==> src/design/two_wire_port_map.vh <==
/*
  Constants of the two-wire master/slave port: clock phase units, bus rates,
  byte layout and suggested divider values.
  Assumes a 50 MHz system clock and open-drain pads outside the block.
*/
`ifndef TWO_WIRE_PORT_MAP_VH
`define TWO_WIRE_PORT_MAP_VH

// ---------------------------------------------------------------------------
// Clock shape
// ---------------------------------------------------------------------------
`define CLOCK_LOW_PHASE_UNITS 6
`define CLOCK_HIGH_PHASE_UNITS 4
`define SYS_CLK_KHZ 50000
`define STD_RATE_KBPS 100
`define FAST_RATE_KBPS 400
// Divider = clk / (2 * (low + high) * rate) - 1, rounded up so the rate is not exceeded
`define STD_DIVIDER (((`SYS_CLK_KHZ) + 2 * 10 * (`STD_RATE_KBPS) - 1) / (2 * 10 * (`STD_RATE_KBPS)) - 1)
`define FAST_DIVIDER (((`SYS_CLK_KHZ) + 2 * 10 * (`FAST_RATE_KBPS) - 1) / (2 * 10 * (`FAST_RATE_KBPS)) - 1)

// ---------------------------------------------------------------------------
// Byte layout
// ---------------------------------------------------------------------------
`define BITS_PER_BYTE 4'h8
`define DIR_WRITE 1'b0
`define DIR_READ 1'b1

`endif

==> src/design/two_wire_master_slave_port.v <==
/*
  Two-wire bus port with an independent master and slave on the same pads.
  Assumes open-drain pads: the pad pulls low while an output enable is high,
  and the pad level returns on the input pins, asynchronous to ref_clk.
*/
`timescale 1ns/100ps
`include "two_wire_port_map.vh"

// Behaviour
// - Two open-drain lines only: serial data and serial clock; data flows both ways.
// - Port transmits and receives as master and as slave.
// - Master and slave operate at the same time, independently.
// - Divider gives standard 100 Kbps and fast 400 Kbps rates.
// - Master pulses completion interrupt on finish and on error abort.
// - Slave pulses interrupts on data written and on data requested.
// - Master and slave have separate control and status.
// - Lines are only pulled low or released, and sampled as inputs.
// - Data falling with clock high is start, rising is stop; tracks bus busy.
// - Eight-bit bytes, most significant first, then receiver acknowledge bit.
// - First byte is seven-bit address plus direction, one means read.
// - Clock period is 6 low plus 4 high units of (divider+1)*2 clocks.
module two_wire_master_slave_port #(
  parameter DIV_WIDTH = 7
) (
  input wire ref_clk,
  input wire rst,
  input wire sclIn,
  output wire sclOut,
  output wire sclOe,
  input wire serialDataLineIn,
  output wire serialDataLineOut,
  output wire serialDataLineOe,
  input wire [DIV_WIDTH-1:0] sclPeriodDivider,
  input wire masterStart,
  input wire [6:0] masterAddr,
  input wire masterRead,
  input wire [7:0] masterTxData,
  output reg [7:0] masterRxData,
  output wire masterBusy,
  output reg masterDone,
  output reg masterAddrNack,
  output reg masterDataNack,
  output reg masterArbLost,
  input wire slaveEnable,
  input wire [6:0] slaveAddr,
  input wire [7:0] slaveTxData,
  output reg [7:0] slaveRxData,
  output reg slaveRxIrq,
  output reg slaveTxReqIrq,
  output wire busBusyOut
);

  // -------------------------------------------------------------------------
  // Pad synchronisers and bus condition detection
  // -------------------------------------------------------------------------
  reg scl1, sclS, sclPrev;
  reg sda1, sdaS, sdaPrev;
  reg busBusy;
  wire sclRise = sclS & ~sclPrev;
  wire sclFall = ~sclS & sclPrev;
  wire startSeen = sclS & sclPrev & sdaPrev & ~sdaS;
  wire stopSeen = sclS & sclPrev & ~sdaPrev & sdaS;

  always @(posedge ref_clk) begin
    if (rst) begin
      scl1 <= 1'b1;
      sclS <= 1'b1;
      sclPrev <= 1'b1;
      sda1 <= 1'b1;
      sdaS <= 1'b1;
      sdaPrev <= 1'b1;
      busBusy <= 1'b0;
    end else begin
      scl1 <= sclIn;
      sclS <= scl1;
      sclPrev <= sclS;
      sda1 <= serialDataLineIn;
      sdaS <= sda1;
      sdaPrev <= sdaS;
      if (startSeen) begin
        busBusy <= 1'b1;
      end else if (stopSeen) begin
        busBusy <= 1'b0;
      end
    end
  end
  assign busBusyOut = busBusy;

  // -------------------------------------------------------------------------
  // Open-drain pad drive
  // -------------------------------------------------------------------------
  reg mSclLow, mSdaLow, sSdaLow;
  assign sclOut = 1'b0;
  assign serialDataLineOut = 1'b0;
  assign sclOe = mSclLow;
  assign serialDataLineOe = mSdaLow | sSdaLow;

  // -------------------------------------------------------------------------
  // Master
  // -------------------------------------------------------------------------
  localparam M_IDLE = 3'd0;
  localparam M_START = 3'd1;
  localparam M_BIT = 3'd2;
  localparam M_STOP = 3'd3;
  localparam M_DONE = 3'd4;

  reg [2:0] mState;
  reg [DIV_WIDTH:0] unitCnt;
  reg [2:0] phaseCnt;
  reg highPhase;
  reg [3:0] bitCnt;
  reg byteSel;
  reg mRd;
  reg [7:0] mShift;
  reg [7:0] mTxData;

  wire [DIV_WIDTH:0] unitLimit = {sclPeriodDivider, 1'b1};
  wire stall = highPhase & ~sclS & (mState != M_START);
  wire unitTick = (unitCnt == unitLimit) & ~stall;
  wire sending = (bitCnt < `BITS_PER_BYTE) & (~byteSel | (mRd == `DIR_WRITE));
  wire ackCheck = (bitCnt == `BITS_PER_BYTE) & (~byteSel | (mRd == `DIR_WRITE));
  wire lowEnd = (phaseCnt == `CLOCK_LOW_PHASE_UNITS - 1);
  wire highEnd = (phaseCnt == `CLOCK_HIGH_PHASE_UNITS - 1);
  assign masterBusy = (mState != M_IDLE);

  always @(posedge ref_clk) begin
    if (rst) begin
      mState <= M_IDLE;
      unitCnt <= {(DIV_WIDTH+1){1'b0}};
      phaseCnt <= 3'd0;
      highPhase <= 1'b1;
      bitCnt <= 4'h0;
      byteSel <= 1'b0;
      mRd <= 1'b0;
      mShift <= 8'h00;
      mTxData <= 8'h00;
      mSclLow <= 1'b0;
      mSdaLow <= 1'b0;
      masterRxData <= 8'h00;
      masterDone <= 1'b0;
      masterAddrNack <= 1'b0;
      masterDataNack <= 1'b0;
      masterArbLost <= 1'b0;
    end else begin
      masterDone <= 1'b0;
      if (mState == M_IDLE || stall || unitTick) begin
        unitCnt <= {(DIV_WIDTH+1){1'b0}};
      end else begin
        unitCnt <= unitCnt + 1'b1;
      end
      case (mState)
        M_IDLE: begin
          if (masterStart && !busBusy) begin
            mShift <= {masterAddr, masterRead};
            mRd <= masterRead;
            mTxData <= masterTxData;
            masterAddrNack <= 1'b0;
            masterDataNack <= 1'b0;
            masterArbLost <= 1'b0;
            mSdaLow <= 1'b1;
            highPhase <= 1'b1;
            phaseCnt <= 3'd0;
            mState <= M_START;
          end
        end
        M_START: begin
          if (unitTick) begin
            if (highEnd) begin
              mSclLow <= 1'b1;
              highPhase <= 1'b0;
              phaseCnt <= 3'd0;
              bitCnt <= 4'h0;
              byteSel <= 1'b0;
              mState <= M_BIT;
            end else begin
              phaseCnt <= phaseCnt + 3'd1;
            end
          end
        end
        M_BIT: begin
          if (unitTick && !highPhase) begin
            if (phaseCnt == 3'd0) begin
              mSdaLow <= sending & ~mShift[7];
            end
            if (lowEnd) begin
              mSclLow <= 1'b0;
              highPhase <= 1'b1;
              phaseCnt <= 3'd0;
            end else begin
              phaseCnt <= phaseCnt + 3'd1;
            end
          end else if (unitTick) begin
            if (phaseCnt == 3'd0) begin
              if (bitCnt < `BITS_PER_BYTE) begin
                mShift <= {mShift[6:0], sdaS};
              end
              if (sending && !mSdaLow && !sdaS) begin
                masterArbLost <= 1'b1;
                mSdaLow <= 1'b0;
                mState <= M_DONE;
              end
              if (ackCheck && sdaS) begin
                if (byteSel) begin
                  masterDataNack <= 1'b1;
                end else begin
                  masterAddrNack <= 1'b1;
                end
              end
            end
            if (highEnd) begin
              mSclLow <= 1'b1;
              highPhase <= 1'b0;
              phaseCnt <= 3'd0;
              if (bitCnt == `BITS_PER_BYTE) begin
                bitCnt <= 4'h0;
                if (byteSel || masterAddrNack) begin
                  masterRxData <= mShift;
                  mState <= M_STOP;
                end else begin
                  byteSel <= 1'b1;
                  mShift <= mTxData;
                end
              end else begin
                bitCnt <= bitCnt + 4'h1;
              end
            end else begin
              phaseCnt <= phaseCnt + 3'd1;
            end
          end
        end
        M_STOP: begin
          if (unitTick && !highPhase) begin
            if (phaseCnt == 3'd0) begin
              mSdaLow <= 1'b1;
            end
            if (lowEnd) begin
              mSclLow <= 1'b0;
              highPhase <= 1'b1;
              phaseCnt <= 3'd0;
            end else begin
              phaseCnt <= phaseCnt + 3'd1;
            end
          end else if (unitTick) begin
            if (highEnd) begin
              mSdaLow <= 1'b0;
              mState <= M_DONE;
            end else begin
              phaseCnt <= phaseCnt + 3'd1;
            end
          end
        end
        M_DONE: begin
          mSclLow <= 1'b0;
          highPhase <= 1'b1;
          phaseCnt <= 3'd0;
          masterDone <= 1'b1;
          mState <= M_IDLE;
        end
        default: begin
          mState <= M_IDLE;
        end
      endcase
    end
  end

  // -------------------------------------------------------------------------
  // Slave
  // -------------------------------------------------------------------------
  localparam S_IDLE = 3'd0;
  localparam S_ADDR = 3'd1;
  localparam S_ADDR_ACK = 3'd2;
  localparam S_RX = 3'd3;
  localparam S_RX_ACK = 3'd4;
  localparam S_TX = 3'd5;
  localparam S_TX_ACK = 3'd6;

  reg [2:0] sState;
  reg [3:0] sCnt;
  reg [7:0] sShift;
  reg [7:0] sTx;
  reg sAcked;

  always @(posedge ref_clk) begin
    if (rst) begin
      sState <= S_IDLE;
      sCnt <= 4'h0;
      sShift <= 8'h00;
      sTx <= 8'h00;
      sAcked <= 1'b0;
      sSdaLow <= 1'b0;
      slaveRxData <= 8'h00;
      slaveRxIrq <= 1'b0;
      slaveTxReqIrq <= 1'b0;
    end else begin
      slaveRxIrq <= 1'b0;
      slaveTxReqIrq <= 1'b0;
      if (startSeen) begin
        sSdaLow <= 1'b0;
        sCnt <= 4'h0;
        sState <= slaveEnable ? S_ADDR : S_IDLE;
      end else if (stopSeen) begin
        sSdaLow <= 1'b0;
        sState <= S_IDLE;
      end else begin
        case (sState)
          S_ADDR, S_RX: begin
            if (sclRise) begin
              sShift <= {sShift[6:0], sdaS};
              sCnt <= sCnt + 4'h1;
            end else if (sclFall && sCnt == `BITS_PER_BYTE) begin
              if (sState == S_RX) begin
                sSdaLow <= 1'b1;
                slaveRxData <= sShift;
                slaveRxIrq <= 1'b1;
                sState <= S_RX_ACK;
              end else if (sShift[7:1] == slaveAddr) begin
                sSdaLow <= 1'b1;
                slaveTxReqIrq <= (sShift[0] == `DIR_READ);
                sState <= S_ADDR_ACK;
              end else begin
                sState <= S_IDLE;
              end
            end
          end
          S_ADDR_ACK, S_RX_ACK: begin
            if (sclFall) begin
              sCnt <= 4'h0;
              if (sState == S_ADDR_ACK && sShift[0] == `DIR_READ) begin
                sSdaLow <= ~slaveTxData[7];
                sTx <= {slaveTxData[6:0], 1'b0};
                sCnt <= 4'h1;
                sState <= S_TX;
              end else begin
                sSdaLow <= 1'b0;
                sState <= S_RX;
              end
            end
          end
          S_TX: begin
            if (sclFall) begin
              if (sCnt == `BITS_PER_BYTE) begin
                sSdaLow <= 1'b0;
                sState <= S_TX_ACK;
              end else begin
                sSdaLow <= ~sTx[7];
                sTx <= {sTx[6:0], 1'b0};
                sCnt <= sCnt + 4'h1;
              end
            end
          end
          S_TX_ACK: begin
            if (sclRise) begin
              sAcked <= ~sdaS;
              slaveTxReqIrq <= ~sdaS;
            end else if (sclFall) begin
              if (sAcked) begin
                sSdaLow <= ~slaveTxData[7];
                sTx <= {slaveTxData[6:0], 1'b0};
                sCnt <= 4'h1;
                sState <= S_TX;
              end else begin
                sState <= S_IDLE;
              end
            end
          end
          default: begin
            sSdaLow <= 1'b0;
            sState <= S_IDLE;
          end
        endcase
      end
    end
  end

endmodule // two_wire_master_slave_port

==> config.mk <==
export PLATFORM = sky130hd
export DESIGN_NAME = two_wire_master_slave_port
export DESIGN_NICKNAME = d
export VERILOG_FILES = /design/src/design/two_wire_master_slave_port.v
export VERILOG_INCLUDE_DIRS = /design/src /design/src/design
export SDC_FILE = /design/constraint.sdc
export NUM_CORES = 1
export LEC_CHECK = 0
export BUFFER_PORTS_ARGS = -buffer_cell sky130_fd_sc_hd__buf_2
export CORE_ASPECT_RATIO = 0.7
export CORE_MARGIN = 3
export CORE_UTILIZATION = 50
export DETAILED_ROUTE_END_ITERATION = 6
export PLACE_DENSITY = 0.71
export SLEW_MARGIN = 5
export SYNTH_ARGS = -nofsm -noshare
export SYNTH_HDL_FRONTEND = slang
export SYNTH_SLANG_ARGS = --single-unit
==> constraint.sdc <==
create_clock -name ref_clk -period 2.6 [get_ports ref_clk]
set_input_delay 0.13 -clock ref_clk [delete_from_list [all_inputs] [get_ports ref_clk]]
set_output_delay 0.13 -clock ref_clk [all_outputs]
set_load 0.03 [all_outputs]
# Word level (Yosys, flattened, before mapping)
# Cells that the tools add are included.
# totals
word_cells,317
register_bits,93
inputBits,44
# op_classes
mux,140
n_bitwise,31
reduce_logical,51
magnitude_cmp,1
n_eq_ne,58
n_addsub,4
# ops
cell,count
$mux W8,15
$mux W3,33
$mux W1,62
$mux W4,13
$ne A2 B2 Y1 const B,26
$reduce_and A8 Y1,4
$ne A4 B4 Y1 const B,7
$pmux W3 S4,2
$pmux W8 S3,1
$reduce_and A6 Y1,4
$ne A3 B3 Y1 const B,7
$reduce_and A7 Y1,3
$not A1 Y1,16
$pmux W4 S4,1
$pmux W8 S2,1
$reduce_and A4 Y1,4
$eq A3 B2 Y1 const B,5
$eq A3 B3 Y1 const B,5
$pmux W3 S5,1
$and A1 B1 Y1,13
$pmux W1 S2,5
$reduce_and A10 Y1,1
$reduce_and A9 Y1,1
$reduce_bool A3 Y1,3
28 further kinds,52

# Longest topological paths before layout
# Gate-level depths: netlist (run 1).
# logic_depth
word_depth,13
depth_mapped,10

# Least setup slack after synthesis (run 1)
# No wires, ideal clock.
# synth_timing
kind,reg-to-reg
startpoint,register phaseCnt[0]
endpoint,register mShift[6]
arrival_time_ns,2.071
path_slack_ns,0.396
path_buffers,2
synth_period_minus_slack_ns,2.204
setup_time_ns,0.132
stages_incl_launch_ff,11
cell_sequence,dfxtp_1 ha_1 ha_1 inv_1 or4_1 clkbuf_1 clkbuf_1 nor2_1 a21oi_1 a22oi_1 a21oi_1
# synth_via
elab_chain_cells,8
elab_cells_between_ends,9
cone_classes,eq/ne: 1; mux: 7; reduce/logical: 1
# synth_lines
item,line,text
"start, declared",two_wire_master_slave_port.v:109,reg [2:0] phaseCnt;
"start signal, assigned",two_wire_master_slave_port.v:176,phaseCnt <= phaseCnt + 3'd1;
"start signal, assigned",two_wire_master_slave_port.v:190,phaseCnt <= phaseCnt + 3'd1;
"start signal, assigned",two_wire_master_slave_port.v:227,phaseCnt <= phaseCnt + 3'd1;
$logic_not A3 Y1,two_wire_master_slave_port.v:193,if (phaseCnt == 3'd0) begin
$mux W8,two_wire_master_slave_port.v:193,
$mux W8,two_wire_master_slave_port.v:216,if (byteSel || masterAddrNack) begin
$mux W8,two_wire_master_slave_port.v:214,if (bitCnt == `BITS_PER_BYTE) begin
$mux W8 (*),two_wire_master_slave_port.v:210,if (highEnd) begin
$mux W8 (*),two_wire_master_slave_port.v:192,end else if (unitTick) begin
$mux W8 (*),two_wire_master_slave_port.v:181,if (unitTick && !highPhase) begin
$pmux W8 S2 (*),two_wire_master_slave_port.v:151,case (mState)
"end signal, assigned",two_wire_master_slave_port.v:154,"mShift <= {masterAddr, masterRead};"
"end signal, assigned",two_wire_master_slave_port.v:195,"mShift <= {mShift[6:0], sdaS};"
"end signal, assigned",two_wire_master_slave_port.v:221,mShift <= mTxData;
"end, declared",two_wire_master_slave_port.v:114,reg [7:0] mShift;
# Every way passes the cells marked *; elsewhere a longest branch is shown, timed or not. The select of a mux whose other input is x is not followed.
# A chain may end at the register's enable or synchronous reset.

# Final worst setup path (run 1)
# layout_timing
startpoint,register phaseCnt[0]
endpoint,register mShift[7]
# The elaborated chain is that of the path after synthesis.

==> results of run 1 <==
-- worst max-delay path, cell delays in order, from the launching register on --
cell	delay [ns]
dfxtp_1	0.41
ha_1	0.21
ha_2	0.26
inv_1	0.13
or4_1	0.49
buf_4	0.20
o21ai_0	0.15
a21oi_1	0.07
a211oi_1	0.19
nor3_1	0.07
-- final timing paths --
| kind | end | slack (ns) |
|---|---|---|
| setup reg to reg | mShift[7]$_SDFFE_PP0P_ | 0.28 |
| setup / recovery | mShift[7]$_SDFFE_PP0P_ | 0.28 |
| hold reg to reg | sclS$_SDFF_PP1_ | 0.41 |
| hold / removal | mTxData[4]$_SDFFE_PP0P_ | 0.02 |
-- power groups by stage --
| stage | sequential (mW) | combinational (mW) | clock, mW |
|---|---|---|---|
| floorplan | 1.53 | 0.389 | 0 |
| global placement | 1.55 | 0.536 | 0 |
| detailed placement | 1.55 | 0.541 | 0 |
| CTS | 1.52 | 0.547 | 1.56 |
| global route | 1.53 | 0.612 | 1.62 |
| finish | 1.52 | 0.553 | 1.53 |
-- layout make-up --
class / count / area [um^2] / area share, %
Multi-Input combinational cell: 447 / 2780 / 48.7
Timing Repair Buffer: 88 / 493 / 8.62
Clock buffer: 10 / 229 / 4.00
Inverter: 26 / 97.6 / 1.71
Clock inverter: 6 / 119 / 2.08
Tap cell: 124 / 155 / 2.71
Sequential cell: 92 / 1840 / 32.2
-- logic make-up (layout without fill, tap and decap cells) --
logic type               Yosys count  in the layout  synth area share (%)
multiplexers                      30             30                  6.21
flip-flops                        92             92                  37.6
adder cells (fa/ha/maj)           10             10                  2.56
XOR/XNOR                          18             18                  3.53
buffers and inverters             61            130                  5.65
other                              1              2                0.0766
AND/OR/NAND/NOR                  240            240                  24.5
AO/OA/AOI/OAI                    147            147                  19.9
-- cell usage in the layout, fill, tap and decap left out, types with 7 or more instances in the layout --
| master | n |
|---|---|
| dfxtp_1 | 92 |
| nand2_1 | 73 |
| nor2_1 | 71 |
| buf_2 | 69 |
| a21oi_1 | 56 |
| o21ai_0 | 27 |
| mux2i_1 | 27 |
| inv_1 | 26 |
| buf_4 | 17 |
| nor3_1 | 16 |
| nand3_1 | 15 |
| nand2b_1 | 11 |
| xnor2_1 | 9 |
| ha_1 | 9 |
| clkbuf_16 | 9 |
| or2_2 | 8 |
| a22oi_1 | 8 |
| and3_1 | 7 |
| xor2_1 | 7 |
| a311oi_1 | 7 |
-- routing by layer --
metal | up-vias | track usage [%] | part of all wire [%]
li1 | 2221 | - | -
met1 | 2158 | 32.7 | 48
met4 | 0 | 4.98 | 0.86
met2 | 188 | 35.6 | 42
met3 | 14 | 6.51 | 8.7
met5 | - | 0 | 0
-- state kept, by name, summed over array words and instances, names as in the netlist, 3 cells and up --
signal and cells:
mShift 8, mTxData 8, masterRxData 8, sShift 8
slaveRxData 8, unitCnt 8, sTx 7, bitCnt 4
sCnt 4, mState 3, phaseCnt 3, sState 3
-- stage by stage --
stage | hold slack (ns) | instance area, um^2 | power (mW) | setup WS, ns | util [%]
global placement | 0.315 | 5350 | 2.09 | 0.338 | 57.6
floorplan | 0.234 | 4900 | 1.92 | 0.396 | -
detailed placement | 0.317 | 5350 | 2.10 | 0.227 | 57.6
finish | 0.0234 | 5720 | 3.61 | 0.276 | 61.6
CTS | 0.0140 | 5720 | 3.63 | 0.194 | 61.5
global route | 0.0292 | 5720 | 3.76 | 0.0784 | 61.6
-- timing repair --
item,4_1_cts,5_1_grt
resized for setup,0,1
hold endpoints to repair,2,0
hold buffers,2,0
endpoints found under the setup margin,0,3
buffers inserted,0,0
==> results by group, run 1 <==
Yosys
  • Async SR Flop Fraction: 0%
  • Post-synth top cells: dfxtp_1, nand2_1, nor2_1, a21oi_1
  • Sequential area share after synthesis: 37.6%
  • Top post-synthesis cells by area: dfxtp_1, a21oi_1, nand2_1
  • Synth top area share: 37.6%
  • Top_reg_cell synth: dfxtp_1
  • Syn avg cell area: about 8.2 um^2
  • Synth warn: 0
  • Count leader, synth: dfxtp_1
  • Flops & latches, synth: 92
  • Post-synth top area cell: dfxtp_1
  • EDFF count, synth: 0
  • Area of the mapped netlist: between 0.004 and 0.005 mm^2
  • Number of distinct library cells after synthesis: around 70
  • Gate count of the mapped netlist: 599

Status
  • Status: completed

STA
  • Unrepaired setup endpoints after global routing: false
  • Setup_tns: 0 ns
  • Period utilisation layout: 89.4%
  • Peak Freq: 430 MHz
  • Final Critical Period: 2.32 ns
  • Slew Limit Fails: 0
  • Final Hold Vio Count: 0
  • Setup Viol. Count Final: 0
  • Worst slew margin: 53.0%
  • Worst-Margin Slew: a little over 0.7 ns
  • Post-route clock skew: 0.00674 ns

Final layout
  • Fin cells: 793
  • Filler cells: 826
  • Ratio of cells with drive above 1 in the final layout: 20.3%
  • Area Growth Syn to Fin: 16.8%
  • Inserted Diodes: 0
  • Final nets: 718

Place
  • GP Congestion: between 0.9 and 1
  • I/O Buffers: 69
  • DPL Wire Length: 9240 um
  • Placed cells: 775

Detailed routing
  • DRT Wirelength: 12,500 um
  • Residual DRC: 0
  • First DRT Iteration DRCs: 596
  • TritonRoute pass-1 iters: 5
  • Vias per inst: slightly below 6
  • Post-route ant nets: 0
  • Via count: approximately 4.6k
  • Routed wire per std cell: 15.8 um

Clocking
  • Latest clock arrival within the worst-skew pair: 0.34 ns
  • Clock Tree Buf Depth: 2
  • Clock slew at reported path FFs: 0.07 ns
  • CTS buffer count: 9
  • CTS root buf: clkbuf_16
  • CTS tree: yes
  • Sinks on Clock Net: 92
  • H-tree levels: 3

Min path
  • WHS Path Cells: 3
  • Hold path start: masterTxData[4]
  • Worst min path class: input port to flip-flop

Pwr
  • Combinational power share: 15.3%
  • Clk network pwr share: 42.5%
  • Psw: ~990 uW
  • Flop pwr share: 42.2%
  • PD cells: 632 mW/mm^2
  • Internal cell power: 2.62 mW
  • Switching Fraction: between 20% and 30%
  • Leakage power: 2.41 nW
  • VDD IR max: roughly 0.35 mV

Critical path
  • CP required: 2.80 ns
  • Worst setup path startpoint: phaseCnt[0]$_SDFFE_PP0P_
  • Worst Path Arrival: 2.52 ns
  • Max FO, Critical Path: 16
  • Setup CP Type: flip-flop to flip-flop
  • CP startpoint kind: flip-flop
  • Reg-to-reg startpoint: phaseCnt[0]$_SDFFE_PP0P_
  • Endpoint class of the critical path: flip-flop
  • Worst Reg-to-Reg Cells: 9

Floorplan
  • Ports: 72
  • Die Wd: roughly 120 um
  • Initial Utilization: 52.7%
  • Core area: 0.00929 mm^2
  • Height of the die: 88.8 um
  • Row Count: 29
  • Die Area: about 0.011 mm^2

Global route
  • Initial antenna violation count: 0
  • Tot GR Track Use: 23.2%
  • Grt total ovfl: 0
  • Vias in the first global route: 4,241
  • First-pass GRT wire length: around 21,000 um
  • Largest net degree at the start of global routing: 38

Flow run
  • Max-Cap Viols: 0
No activity file was read; power rests on OpenSTA's default activity.
==> inputs of run 2 (changes only) <==
--- a/config.mk
+++ b/config.mk
@@ -11,6 +11,7 @@
 export CORE_MARGIN = 3
 export CORE_UTILIZATION = 50
 export DETAILED_ROUTE_END_ITERATION = 6
+export GPL_ROUTABILITY_DRIVEN = 0
 export PLACE_DENSITY = 0.71
 export SLEW_MARGIN = 5
 export SYNTH_ARGS = -nofsm -noshare
==> constraint.sdc (replaced) <==
create_clock -name ref_clk -period 2.53 [get_ports ref_clk]
set_input_delay 0.1265 -clock ref_clk [delete_from_list [all_inputs] [get_ports ref_clk]]
set_output_delay 0.1265 -clock ref_clk [all_outputs]
set_load 0.03 [all_outputs]
==> run 2 against run 1 <==
Worst hold slack got worse by 0.0027 ns. Global-route usage fell by 0.80 points. Worst setup slack got worse by 0.092 ns. Routed wire length down 1.8%. Sequential share of layout area is 0.22 points higher. Total power decreased by 2.7%. First-iteration DRC count decreased by 2.9%. Critical endpoint is now bitCnt[3]$_SDFFE_PP0P_. Largest cell class unchanged. Critical path type unchanged. Maximum frequency is 0.94% lower. Sequential cell count unchanged. Critical path depth is 2 lower.
==> results by group, run 2 (synthesis results as in run 1) <==
Detailed routing
  • Post-route ant nets: 0 (unchanged)
  • TritonRoute pass-1 iters: 5 (unchanged)
  • Routed wire per std cell: 15.5 um (was 15.8 um)
  • DRT Wirelength: 12,300 um (was 12,500 um)
  • First DRT Iteration DRCs: 579 (was 596)
  • Residual DRC: 0 (unchanged)
  • Vias per inst: 5.67 (was 5.78)
  • Via count: 4,495 (was 4,581)

Critical path
  • CP required: 2.81 ns (was 2.80 ns)
  • Reg-to-reg startpoint: phaseCnt[0]$_SDFFE_PP0P_ (unchanged)
  • Worst setup path startpoint: phaseCnt[0]$_SDFFE_PP0P_ (unchanged)
  • Worst path cell trace: ha_1, ha_1, inv_1, nor4_4, nand2_2, or4_1, a21oi_1 (was ha_1, ha_2, inv_1, or4_1, buf_4, o21ai_0, a21oi_1, a211oi_1, nor3_1)
  • CP startpoint kind: flip-flop (unchanged)
  • Critical path's most frequent cell: ha_1
  • Setup CP Type: flip-flop to flip-flop (unchanged)
  • Slowest-stage cell, CP: or4_1 (unchanged)
  • Worst Path Arrival: 2.62 ns (was 2.52 ns)
  • Max FO, Critical Path: 8 (was 16)
  • Endpoint class of the critical path: flip-flop (unchanged)
  • Slowest stage delay, CP: 0.50 ns (was 0.49 ns)

Clocking
  • H-tree levels: 3 (unchanged)
  • Clock slew at reported path FFs: 0.07 ns (about the same)
  • Post-CTS Setup Bufs: 0 (unchanged)
  • CTS root buf: clkbuf_16 (unchanged)
  • CTS buffer count: 9 (unchanged)
  • CTS resizes: 0 (unchanged)
  • Sinks on Clock Net: 92 (unchanged)
  • Clock Tree Buf Depth: 2 (unchanged)
  • CTS tree: yes (unchanged)
  • Latest clock arrival within the worst-skew pair: 0.34 ns (about the same)

STA
  • PnR worst setup slack: 0.184 ns (was 0.276 ns)
  • Period utilisation layout: 92.7% (was 89.4%)
  • Final Hold Vio Count: 0 (unchanged)
  • Setup_tns: 0 ns (unchanged)
  • Worst slew margin: 61.3% (was 53.0%)
  • Post-route clock skew: 0.00891 ns (was 0.00674 ns)
  • Peak Freq: 426 MHz (was 430 MHz)
  • Setup Viol. Count Final: 0 (unchanged)
  • Unrepaired setup endpoints after global routing: false (unchanged)
  • Slew Limit Fails: 0 (unchanged)
  • Worst-Margin Slew: 0.575 ns (was 0.706 ns)
  • Final Critical Period: 2.35 ns (was 2.32 ns)

Pwr
  • Total Power: 3.52 mW (was 3.61 mW)
  • Leakage power: 2.40 nW (was 2.41 nW)
  • PD cells: 619 mW/mm^2 (was 632 mW/mm^2)
  • VDD IR max: 0.366 mV (was 0.348 mV)

Final layout
  • Most common cell after layout, fill and taps aside: dfxtp_1 (unchanged)
  • Final nets: 718 (unchanged)
  • Ratio of cells with drive above 1 in the final layout: 20.3% (unchanged)
  • Most frequent cells in the layout: dfxtp_1, nand2_1, nor2_1, buf_2, a21oi_1 (unchanged)
  • Filler cells: 842 (was 826)
  • Fin cells: 793 (unchanged)
  • Inserted Diodes: 0 (unchanged)
  • Area Growth Syn to Fin: 16.0% (was 16.8%)

Global route
  • Tot GR Track Use: 22.4% (was 23.2%)
  • Grt total ovfl: 0 (unchanged)
  • Vias in the first global route: 4,134 (was 4,241)
  • Initial antenna violation count: 0 (unchanged)
  • Largest net degree at the start of global routing: 37 (was 38)
  • First-pass GRT wire length: 20,100 um (was 20,900 um)

Floorplan
  • Core area: 0.00929 mm^2 (unchanged)
  • Height of the die: 88.8 um (unchanged)
  • Ports: 72 (unchanged)
  • Die Area: 0.0110 mm^2 (unchanged)
  • Die Wd: 124 um (unchanged)
  • Initial Utilization: 52.7% (unchanged)
  • Row Count: 29 (unchanged)

Flow run
  • Max-Cap Viols: 0 (unchanged)

Min path
  • Hold path start: masterTxData[4] (unchanged)
  • Worst min path class: input port to flip-flop (unchanged)

Place
  • Placed cells: 775 (unchanged)
  • I/O Buffers: 69 (unchanged)
  • DPL Wire Length: 8960 um (was 9240 um)
  • Post-Place Worst Slack: 0.196 ns (was 0.227 ns)

Status
  • Status: completed (unchanged)
==> run 2: timing repair <==
action / 4_1_cts / 5_1_grt
hold buffers: 2 / 0
setup endpoints to repair: 0 / 1
hold endpoints to repair: 2 / 0
==> run 2: metal layers <==
metal  GRT usage [%]  up-vias  routed length, um
met4            8.26        0                203
met2            32.1      185               5120
met1            31.9     2072               5940
met3            6.57       18               1030
met5               0        -                  0
li1                -     2220                  -
==> run 2: worst paths after layout <==
path                            slack (ns)  cells after the start                       to
worst min-delay path                  0.02                      3  mTxData[4]$_SDFFE_PP0P_
worst max-delay path                  0.18                      7   bitCnt[3]$_SDFFE_PP0P_
worst max register to register        0.18                      7   bitCnt[3]$_SDFFE_PP0P_
worst min register to register        0.40                      1          sclS$_SDFF_PP1_
==> run 2: layout make-up <==
class	instances	area (um^2)	share of cell area, %
Clock inverter	6	72.6	1.28
Inverter	26	97.6	1.72
Multi-Input combinational cell	447	2780	49.0
Tap cell	124	155	2.73
Timing Repair Buffer	88	493	8.68
Clock buffer	10	239	4.21
Sequential cell	92	1840	32.4
==> run 2: where the power goes <==
group	switching (mW)	total, mW	internal [mW]	leakage [nW]
Combinational	0.342	0.551	0.209	1.50
Clock	0.584	1.39	0.803	0.155
Sequential	0.0737	1.58	1.50	0.746
==> run 2: through the flow <==
stage	hold slack (ns)	util (%)	instance area, um^2
after CTS	0.0102	61.2	5680
final	0.0207	61.2	5680
after detailed placement	0.312	57.6	5350
after floorplan	0.230	-	4900
after global placement	0.308	57.6	5350
after global routing	0.0160	61.2	5680
==> run 2: worst max-delay path: cells and delay by family (launching register included) <==
family                     cells  cell delay (ns)
buffers and inverters          1             0.15
AOI/OAI and AO/OA              1             0.16
adders and majority gates      2             0.48
and+or+nand+nor                3             1.06
DFF                            1             0.42
